### config.mk
export PLATFORM = sky130hd
export DESIGN_NAME = liu_control_register_map
export DESIGN_NICKNAME = d
export VERILOG_FILES = /design/src/verilog/liu_regs_pkg.sv /design/src/verilog/liu_control_register_map.sv /design/src/verilog/chan_status_flags.sv
export SDC_FILE = /design/constraint.sdc
export NUM_CORES = 1
export LEC_CHECK = 0
export BUFFER_PORTS_ARGS = -buffer_cell sky130_fd_sc_hd__buf_2
export CAP_MARGIN = 15
export CORE_ASPECT_RATIO = 0.75
export CORE_MARGIN = 3
export CORE_UTILIZATION = 45
export DETAILED_ROUTE_END_ITERATION = 16
export GPL_TIMING_DRIVEN = 1
export HOLD_SLACK_MARGIN = 0.03
export PLACE_DENSITY = 0.65
export SLEW_MARGIN = 20
export SYNTH_ARGS = -nofsm -noshare
export SYNTH_HDL_FRONTEND = slang
export SYNTH_HIERARCHICAL = 1
export SYNTH_SLANG_ARGS = --single-unit
### constraint.sdc
create_clock -name core_clk -period 5.5 [get_ports core_clk]
set_input_delay 0.55 -clock core_clk [delete_from_list [all_inputs] [get_ports core_clk]]
set_output_delay 0.55 -clock core_clk [all_outputs]
set_load 0.01 [all_outputs]
### src/verilog/liu_regs_pkg.sv
/*
 * Constants shared by the line interface register bank: address byte
 * layout, port and sub-address decode, field positions and reset values.
 * Assumes nothing of its surroundings; imported by every design file.
 */
package liu_regs_pkg;

  // ==========================================================
  // address byte layout
  localparam int RW_BIT         = 0;
  localparam int SUB_LSB        = 1;
  localparam int SUB_W          = 3;
  localparam int PORT_LSB       = 4;
  localparam int PORT_W         = 4;
  localparam int BYTE_W         = 8;
  localparam int FRAME_BITS     = 16;
  localparam int CHAN_COUNT     = 2;
  localparam int CHAN_REGS      = 5;

  // ==========================================================
  // port addresses
  localparam logic [3:0] PORT_GLOBAL = 4'h0;
  localparam logic [3:0] PORT_LAST   = 4'h2;

  // ==========================================================
  // global sub-addresses
  localparam logic [2:0] SUB_MASTER   = 3'h0;
  localparam logic [2:0] SUB_IRQ      = 3'h1;
  localparam logic [2:0] SUB_GLOB_RSV = 3'h2;

  // ==========================================================
  // per-channel sub-addresses
  localparam logic [2:0] SUB_MODE     = 3'h0;
  localparam logic [2:0] SUB_SIGNAL   = 3'h1;
  localparam logic [2:0] SUB_ADV_ONE  = 3'h2;
  localparam logic [2:0] SUB_ADV_ZERO = 3'h3;
  localparam logic [2:0] SUB_MODE_TWO = 3'h4;
  localparam logic [2:0] SUB_STATUS   = 3'h5;

  // ==========================================================
  // master control fields
  localparam int LINE_RATE_BIT  = 7;
  localparam int NIBBLE_IF_BIT  = 5;
  localparam int REFCLK_LSB     = 3;
  localparam int SOFT_RESET_BIT = 0;

  // ==========================================================
  // interrupt control fields
  localparam int IRQ_POL_BIT    = 7;
  localparam int TX_LOCK_PASS   = 1;
  localparam int FIFO_ERR_PASS  = 0;

  // ==========================================================
  // status monitor fields
  localparam int STATUS_RX_LOS  = 4;
  localparam int STATUS_RX_LOL  = 3;
  localparam int STATUS_TX_LOL  = 1;
  localparam int STATUS_FIFO    = 0;

  // ==========================================================
  // reset values (refclk field is filled from the pin)
  localparam logic [7:0] MASTER_RST   = 8'h00;
  localparam logic [7:0] IRQ_RST      = 8'h23;
  localparam logic [7:0] GLOB_RSV_RST = 8'h00;
  localparam logic [7:0] MODE_RST     = 8'h01;
  localparam logic [7:0] SIGNAL_RST   = 8'h00;
  localparam logic [7:0] ADV_ONE_RST  = 8'h00;
  localparam logic [7:0] ADV_ZERO_RST = 8'hA8;
  localparam logic [7:0] MODE_TWO_RST = 8'h80;

  // ==========================================================
  // serial clock limit
  localparam int CORE_CLK_MHZ      = 100;
  localparam int SCLK_MAX_MHZ      = 20;
  localparam int SCLK_PERIOD_CYCLES = CORE_CLK_MHZ / SCLK_MAX_MHZ;

endpackage : liu_regs_pkg

### src/verilog/liu_control_register_map.sv
/*
 * Register bank of a dual channel line interface, reached over a four
 * wire serial control port, plus the per-channel transmit interrupts.
 * Assumes the serial pins and clock-select pins are asynchronous to
 * core_clk, which must run at least five times the serial clock rate.
 */
`timescale 1ns/10ps
module liu_control_register_map (
  // clock and reset
  input  wire logic                  core_clk,
  input  wire logic                  reset_n,
  // serial control port pins
  input  wire logic                  serial_port_enable,
  input  wire logic                  serial_port_clock,
  input  wire logic                  serial_port_din,
  output logic                       serial_port_dout,
  output logic                       serial_port_dout_oe,
  // reference clock select strap
  input  wire logic            [1:0] refclk_sel_pin,
  // channel events
  input  wire logic            [1:0] rx_signal_loss,
  input  wire logic            [1:0] rx_lock_loss,
  input  wire logic            [1:0] tx_lock_loss,
  input  wire logic            [1:0] fifo_error_flag,
  // global configuration
  output logic                       low_line_rate_sel,
  output logic                       nibble_if_sel,
  output logic                 [1:0] refclk_freq_sel,
  // channel configuration, channel 1 in the upper byte
  output logic                [15:0] chan_mode_reg,
  output logic                [15:0] chan_signal_reg,
  output logic                [15:0] adv_tx_reg_one,
  output logic                [15:0] adv_tx_reg_zero,
  output logic                [15:0] chan_mode_reg_two,
  // transmit interrupts
  output logic                 [1:0] tx_irq_out
);
  import liu_regs_pkg::*;

  // ==========================================================
  // pin synchronisers
  logic [3:1] sync_a;
  logic [3:1] sync_b;
  logic [1:0] strap_a;
  logic [1:0] strap_b;
  logic       sclk_prev;
  logic       sclk_rise;
  logic       sclk_fall;

  // two flops for every serial port and strap pin
  always_ff @(posedge core_clk) begin
    sync_a  <= {serial_port_enable, serial_port_clock, serial_port_din};
    sync_b  <= sync_a;
    strap_a <= refclk_sel_pin;
    strap_b <= strap_a;
  end

  // serial clock edge detect
  always_ff @(posedge core_clk) begin
    if (!reset_n) begin
      sclk_prev <= 1'b0;
    end else begin
      sclk_prev <= sync_b[2];
    end
  end

  assign sclk_rise = sync_b[3] & sync_b[2] & ~sclk_prev;
  assign sclk_fall = sync_b[3] & ~sync_b[2] & sclk_prev;

  // ==========================================================
  // register storage
  logic [7:0] master_ctrl_reg;
  logic [7:0] irq_ctrl_reg;
  logic [7:0] glob_rsv_reg;
  logic [7:0] chan_regs [CHAN_COUNT][CHAN_REGS];
  logic [7:0] status_byte [CHAN_COUNT];
  logic       soft_pending;
  logic       wr_strobe;
  logic [3:0] wr_port;
  logic [2:0] wr_sub;
  logic [7:0] wr_data;
  logic [1:0] status_clear;

  // port address valid for any access
  function automatic logic port_valid(input logic [3:0] port);
    port_valid = (port <= PORT_LAST);
  endfunction : port_valid

  // read multiplexer over the whole map
  function automatic logic [7:0] reg_value(
    input logic [3:0] port,
    input logic [2:0] sub
  );
    int ch;
    reg_value = 8'h00;
    ch = (port == 4'h2) ? 1 : 0;
    if (port == PORT_GLOBAL) begin
      case (sub)
        SUB_MASTER:   reg_value = master_ctrl_reg;
        SUB_IRQ:      reg_value = irq_ctrl_reg;
        SUB_GLOB_RSV: reg_value = glob_rsv_reg;
        default:      reg_value = 8'h00;
      endcase
    end else if (port_valid(port)) begin
      if (sub == SUB_STATUS) begin
        reg_value = status_byte[ch];
      end else if (sub < SUB_STATUS) begin
        reg_value = chan_regs[ch][sub];
      end
    end
  endfunction : reg_value

  // ==========================================================
  // global registers
  always_ff @(posedge core_clk) begin
    if (!reset_n || soft_pending) begin
      master_ctrl_reg <= MASTER_RST;
      master_ctrl_reg[REFCLK_LSB +: 2] <= strap_b;
      irq_ctrl_reg    <= IRQ_RST;
      glob_rsv_reg    <= GLOB_RSV_RST;
    end else if (wr_strobe && wr_port == PORT_GLOBAL) begin
      case (wr_sub)
        SUB_MASTER:   master_ctrl_reg <= wr_data;
        SUB_IRQ:      irq_ctrl_reg    <= wr_data;
        SUB_GLOB_RSV: glob_rsv_reg    <= wr_data;
        default:      glob_rsv_reg    <= glob_rsv_reg;
      endcase
    end
  end

  // soft reset request, one cycle then defaults
  always_ff @(posedge core_clk) begin
    if (!reset_n || soft_pending) begin
      soft_pending <= 1'b0;
    end else begin
      soft_pending <= wr_strobe && wr_port == PORT_GLOBAL && wr_sub == SUB_MASTER && wr_data[SOFT_RESET_BIT];
    end
  end

  // ==========================================================
  // per-channel registers and status
  genvar g;
  generate
    for (g = 0; g < CHAN_COUNT; g++) begin : gen_chan
      // control registers of one channel
      always_ff @(posedge core_clk) begin
        if (!reset_n || soft_pending) begin
          chan_regs[g][SUB_MODE]     <= MODE_RST;
          chan_regs[g][SUB_SIGNAL]   <= SIGNAL_RST;
          chan_regs[g][SUB_ADV_ONE]  <= ADV_ONE_RST;
          chan_regs[g][SUB_ADV_ZERO] <= ADV_ZERO_RST;
          chan_regs[g][SUB_MODE_TWO] <= MODE_TWO_RST;
        end else if (wr_strobe && wr_port == 4'(g + 1) && wr_sub < SUB_STATUS) begin
          chan_regs[g][wr_sub] <= wr_data;
        end
      end

      chan_status_flags u_flags (
        .core_clk        (core_clk),
        .reset_n         (reset_n),
        .rx_signal_loss  (rx_signal_loss[g]),
        .rx_lock_loss    (rx_lock_loss[g]),
        .tx_lock_loss    (tx_lock_loss[g]),
        .fifo_error_flag (fifo_error_flag[g]),
        .read_clear      (status_clear[g]),
        .soft_clear      (soft_pending),
        .status_byte     (status_byte[g])
      );

      // transmit interrupt, any passed source asserts it
      always_ff @(posedge core_clk) begin
        if (!reset_n) begin
          tx_irq_out[g] <= 1'b1;
        end else begin
          tx_irq_out[g] <= irq_ctrl_reg[IRQ_POL_BIT] ~^
            ((status_byte[g][STATUS_TX_LOL] & irq_ctrl_reg[TX_LOCK_PASS]) |
             (status_byte[g][STATUS_FIFO] & irq_ctrl_reg[FIFO_ERR_PASS]));
        end
      end

      // configuration outputs
      always_ff @(posedge core_clk) begin
        if (!reset_n) begin
          chan_mode_reg[8*g +: 8]     <= MODE_RST;
          chan_signal_reg[8*g +: 8]   <= SIGNAL_RST;
          adv_tx_reg_one[8*g +: 8]    <= ADV_ONE_RST;
          adv_tx_reg_zero[8*g +: 8]   <= ADV_ZERO_RST;
          chan_mode_reg_two[8*g +: 8] <= MODE_TWO_RST;
        end else begin
          chan_mode_reg[8*g +: 8]     <= chan_regs[g][SUB_MODE];
          chan_signal_reg[8*g +: 8]   <= chan_regs[g][SUB_SIGNAL];
          adv_tx_reg_one[8*g +: 8]    <= chan_regs[g][SUB_ADV_ONE];
          adv_tx_reg_zero[8*g +: 8]   <= chan_regs[g][SUB_ADV_ZERO];
          chan_mode_reg_two[8*g +: 8] <= chan_regs[g][SUB_MODE_TWO];
        end
      end
    end
  endgenerate

  // global configuration outputs
  always_ff @(posedge core_clk) begin
    if (!reset_n) begin
      low_line_rate_sel <= 1'b0;
      nibble_if_sel     <= 1'b0;
      refclk_freq_sel   <= 2'h0;
    end else begin
      low_line_rate_sel <= master_ctrl_reg[LINE_RATE_BIT];
      nibble_if_sel     <= master_ctrl_reg[NIBBLE_IF_BIT];
      refclk_freq_sel   <= master_ctrl_reg[REFCLK_LSB +: 2];
    end
  end

  // ==========================================================
  // serial frame engine
  logic [4:0] bit_count;
  logic [7:0] addr_shift;
  logic [7:0] data_shift;
  logic [7:0] read_shift;
  logic [7:0] next_addr;
  logic       is_read;

  assign next_addr = {sync_b[1], addr_shift[7:1]};

  // bit counter and input shift, frame restarts on enable low
  always_ff @(posedge core_clk) begin
    if (!reset_n || !sync_b[3]) begin
      bit_count  <= 5'h00;
      addr_shift <= 8'h00;
      data_shift <= 8'h00;
    end else if (sclk_rise && bit_count < 5'(FRAME_BITS)) begin
      bit_count <= bit_count + 5'h01;
      if (bit_count < 5'(BYTE_W)) begin
        addr_shift <= next_addr;
      end else begin
        data_shift <= {sync_b[1], data_shift[7:1]};
      end
    end
  end

  // read flag and read data load at end of address byte
  always_ff @(posedge core_clk) begin
    if (!reset_n || !sync_b[3]) begin
      is_read    <= 1'b0;
      read_shift <= 8'h00;
      status_clear <= 2'h0;
    end else begin
      status_clear <= 2'h0;
      if (sclk_rise && bit_count == 5'(BYTE_W - 1)) begin
        is_read <= next_addr[RW_BIT] && port_valid(next_addr[PORT_LSB +: PORT_W]);
        if (next_addr[RW_BIT]) begin
          read_shift <= reg_value(next_addr[PORT_LSB +: PORT_W], next_addr[SUB_LSB +: SUB_W]);
          if (next_addr[SUB_LSB +: SUB_W] == SUB_STATUS) begin
            status_clear[0] <= next_addr[PORT_LSB +: PORT_W] == 4'h1;
            status_clear[1] <= next_addr[PORT_LSB +: PORT_W] == 4'h2;
          end
        end
      end else if (sclk_fall && is_read && bit_count >= 5'(BYTE_W)) begin
        read_shift <= {1'b0, read_shift[7:1]};
      end
    end
  end

  // write commit on the last data bit
  always_ff @(posedge core_clk) begin
    if (!reset_n) begin
      wr_strobe <= 1'b0;
      wr_port   <= 4'h0;
      wr_sub    <= 3'h0;
      wr_data   <= 8'h00;
    end else begin
      wr_strobe <= sync_b[3] && sclk_rise && bit_count == 5'(FRAME_BITS - 1) &&
                   !addr_shift[RW_BIT] && port_valid(addr_shift[PORT_LSB +: PORT_W]);
      wr_port   <= addr_shift[PORT_LSB +: PORT_W];
      wr_sub    <= addr_shift[SUB_LSB +: SUB_W];
      wr_data   <= {sync_b[1], data_shift[7:1]};
    end
  end

  // data out driven only while read data shifts
  always_ff @(posedge core_clk) begin
    if (!reset_n || !sync_b[3]) begin
      serial_port_dout    <= 1'b0;
      serial_port_dout_oe <= 1'b0;
    end else if (sclk_fall) begin
      if (is_read && bit_count >= 5'(BYTE_W) && bit_count < 5'(FRAME_BITS)) begin
        serial_port_dout    <= read_shift[0];
        serial_port_dout_oe <= 1'b1;
      end else begin
        serial_port_dout_oe <= 1'b0;
      end
    end
  end

endmodule : liu_control_register_map

### src/verilog/chan_status_flags.sv
/*
 * Sticky status flags of one channel, cleared by a read of the status
 * register. Assumes the event inputs are on core_clk.
 */
`timescale 1ns/10ps
module chan_status_flags (
  // clock and reset
  input  wire logic       core_clk,
  input  wire logic       reset_n,
  // events from the channel
  input  wire logic       rx_signal_loss,
  input  wire logic       rx_lock_loss,
  input  wire logic       tx_lock_loss,
  input  wire logic       fifo_error_flag,
  // clear on read, soft reset
  input  wire logic       read_clear,
  input  wire logic       soft_clear,
  // status byte
  output logic      [7:0] status_byte
);
  import liu_regs_pkg::*;

  logic [7:0] events;

  // events placed at their status positions
  always_comb begin
    events                = 8'h00;
    events[STATUS_RX_LOS] = rx_signal_loss;
    events[STATUS_RX_LOL] = rx_lock_loss;
    events[STATUS_TX_LOL] = tx_lock_loss;
    events[STATUS_FIFO]   = fifo_error_flag;
  end

  // sticky flags, a new event wins over the read clear; soft clear drops it
  always_ff @(posedge core_clk) begin
    if (!reset_n || soft_clear) begin
      status_byte <= 8'h00;
    end else if (read_clear) begin
      status_byte <= events;
    end else begin
      status_byte <= status_byte | events;
    end
  end

endmodule : chan_status_flags

==> flow_summary.json <==
{
  "reg2reg_slack_ns": 2.80,
  "ios": 103,
  "grt_pass1_wl_mm": 36.49,
  "grt_max_degree": 110,
  "synthTopCellsByArea": "dfxtp_1 36%, edfxtp_1 25%, and2_1 10%, mux2i_1 4.9%, mux4_2 2.7%",
  "power.internal_uw": 3342,
  "synthArstFlopShare_pct": 0,
  "r2r_start": "addr_shift[6]",
  "path_clk_slew_ns": 0.06,
  "final_util_pct": 53.93,
  "ys_warn_count": 6,
  "tns_ns": 0,
  "power_frac_clock_pct": 46.9,
  "initial_core_util_pct": 46.31,
  "grt_util_met1_pct": 31.21,
  "synth-edff-count": 82,
  "synth.top_cells.by_count": "177 x dfxtp_1, 162 x and2_1, 82 x edfxtp_1",
  "setup_viol": 0,
  "n_antenna_cell": 0,
  "cp_max_fo": 26,
  "cts_buffers": 26,
  "antenna_found_initial": 0,
  "critPathLaunch": "addr_shift[6]",
  "fin_crit_sh_pct": 49.17,
  "cts_buffer_depth": 3,
  "startpoint_type": "flop",
  "placedInstanceArea_um2": 10570,
  "grt_overflow_total": 0,
  "synthCells": 877,
  "fp.dieH_um": 134.5,
  "wirelength_mm": 23.55,
  "drt_iter0_drc": 560,
  "cts_tree": "done",
  "drv_cap": 0,
  "fill_cells": 1868,
  "end_kind": "flop",
  "dpl.hpwl_mm": 15.95,
  "nets": 974,
  "layout_min_cycle_time_ns": 2.705,
  "worstPathArrival_ns": 3.10,
  "drive_above_1_share_pct": 18.32,
  "synth.largest_area_cell": "dfxtp_1",
  "dr.pass1.iters": 5,
  "largest_reg_flops": 80,
  "grtUsageMet3_pct": 3.626,
  "ys_ff_latch": 259,
  "coreArea_um2": 21410,
  "status": "finished clean",
  "gp_congestion": 0.8778,
  "comb_power_share_pct": 3.7,
  "grt_use_met2_pct": 27.55,
  "p_sw_uw": 871.2,
  "p_leak_uw": 0.004464,
  "fmax_ghz": 0.3697,
  "largest_register": "chan_regs",
  "die_w_um": 177.4,
  "pwr-share-seq_pct": 49.4,
  "ir_drop_v": 0.0001942,
  "p_sw_share_pct": 20.68,
  "avgSynthCellArea_um2": 11.31,
  "post-place-cells": 1217,
  "rsz0062_at_grt": "no",
  "drtAntennaViolNets": 0,
  "drt-vias-per-instance": 5.230,
  "timing.slew.headroom_pct": 26.71,
  "ys.flop_type": "dfxtp_1",
  "portBuffers": 102,
  "avgRoutedWirePerCell_um": 18.62,
  "cp.required_ns": 5.90,
  "syn_to_final_growth_pct": 16.47,
  "track_usage_pct": 19.55,
  "worstHoldStart": "refclk_sel_pin[0]",
  "vias": 6616,
  "synth_top_area_share_pct": 35.74,
  "grt_pass1_vias": 6239,
  "drv_slew": 0,
  "cts_setup_buffers": 0,
  "critPathKind": "reg2reg",
  "hold_class": "in2reg",
  "insertion_delay_ns": 0.52,
  "seq_area_frac_synth_pct": 60.58,
  "synth_most_common_cell": "dfxtp_1",
  "worst_pin_slew_ns": 1.088,
  "hold_buffers": 0,
  "timing.final.hold_violations": 0,
  "finalPower_uw": 4213,
  "root_buffer": "clkbuf_16",
  "ctsResizeCount": 0,
  "finalInstanceArea_um2": 11550,
  "p_per_area_nw_per_um2": 364.9,
  "die_area_um2": 23870,
  "clock_sinks": 259,
  "synth_area_um2": 9915,
  "cts_max_level": 1,
  "skew_ns": 0.01249,
  "rows": 46,
  "finalNonFillerCells": 1265,
  "drc": 0,
  "synth_cell_types": 61,
  "busiest_layer": "met1"
}
==> per-stage QoR <==
step	hold slack (ns)	setup WS, ns
CTS	0.1101	2.773
detailed placement	0.3121	2.455
finish	0.1289	2.795
floorplan	0.3096	3.113
global route	0.1144	2.632
global placement	0.3118	2.520
==> layer usage <==
metal	up-vias	wire length, µm
li1	3152	-
met1	3142	11640
met2	279	9489
met3	43	1975
met4	0	442
met5	-	0
==> critical path, stage by stage, from the launching register on <==
cell       delay, ns
dfxtp_1         0.49
nor4b_2         0.25
buf_4           0.42
mux4_2          0.61
mux2_2          0.31
a2111oi_0       0.36
o21ai_0         0.13
==> layout by cell type, fill, tap and decap left out, types with 11 or more instances in the layout <==
cell | Yosys | final
mux2i_1 | 49 | 49
dfxtp_1 | 177 | 177
nand3_1 | 17 | 17
nor2_1 | 59 | 59
mux4_2 | 12 | 12
clkbuf_16 | 0 | 27
o21ai_0 | 21 | 13
buf_2 | 5 | 102
nand2b_1 | 17 | 17
nand2_1 | 69 | 68
inv_1 | 11 | 11
or3_1 | 14 | 14
and2_1 | 162 | 162
edfxtp_1 | 82 | 82
a21oi_1 | 35 | 35
==> logic make-up after synthesis <==
logic type | synth area share [%]
buffers and inverters | 3.395
DFF | 60.58
other | 0.07575
adders and majority gates | 0.2524
xor gates and xnor gates | 0.5300
AOI/OAI and AO/OA | 6.260
and+or+nand+nor | 20.86
muxes | 8.052
==> final cells by class <==
| class | count | area [µm²] | area share [%] |
|---|---|---|---|
| tap | 288 | 360.3 | 3.121 |
| inverter | 11 | 41.29 | 0.3576 |
| clock buffer | 28 | 689.4 | 5.970 |
| sequential | 259 | 6006 | 52.01 |
| timing repair buffer | 109 | 563.0 | 4.876 |
| clock inverter | 20 | 284.0 | 2.460 |
| multi-input combinational | 550 | 3603 | 31.21 |
==> path summary, 6_finish.rpt <==
path / endpoint / cells past startpoint
max: read_shift[7] / 6
min: strap_a[0] / 1
max reg2reg: read_shift[7] / 6
min reg2reg: sync_b[2] / 0
==> power groups by stage <==
stage / combinational, µW / clock (µW) / sequential [µW]
after floorplan: 83.2 / 0 / 2120
after global placement: 156 / 0 / 2120
after detailed placement: 157 / 0 / 2120
after CTS: 158 / 2010 / 2080
after global routing: 171 / 2090 / 2090
final: 156 / 1970 / 2080
(Power assumes the default switching activity.)
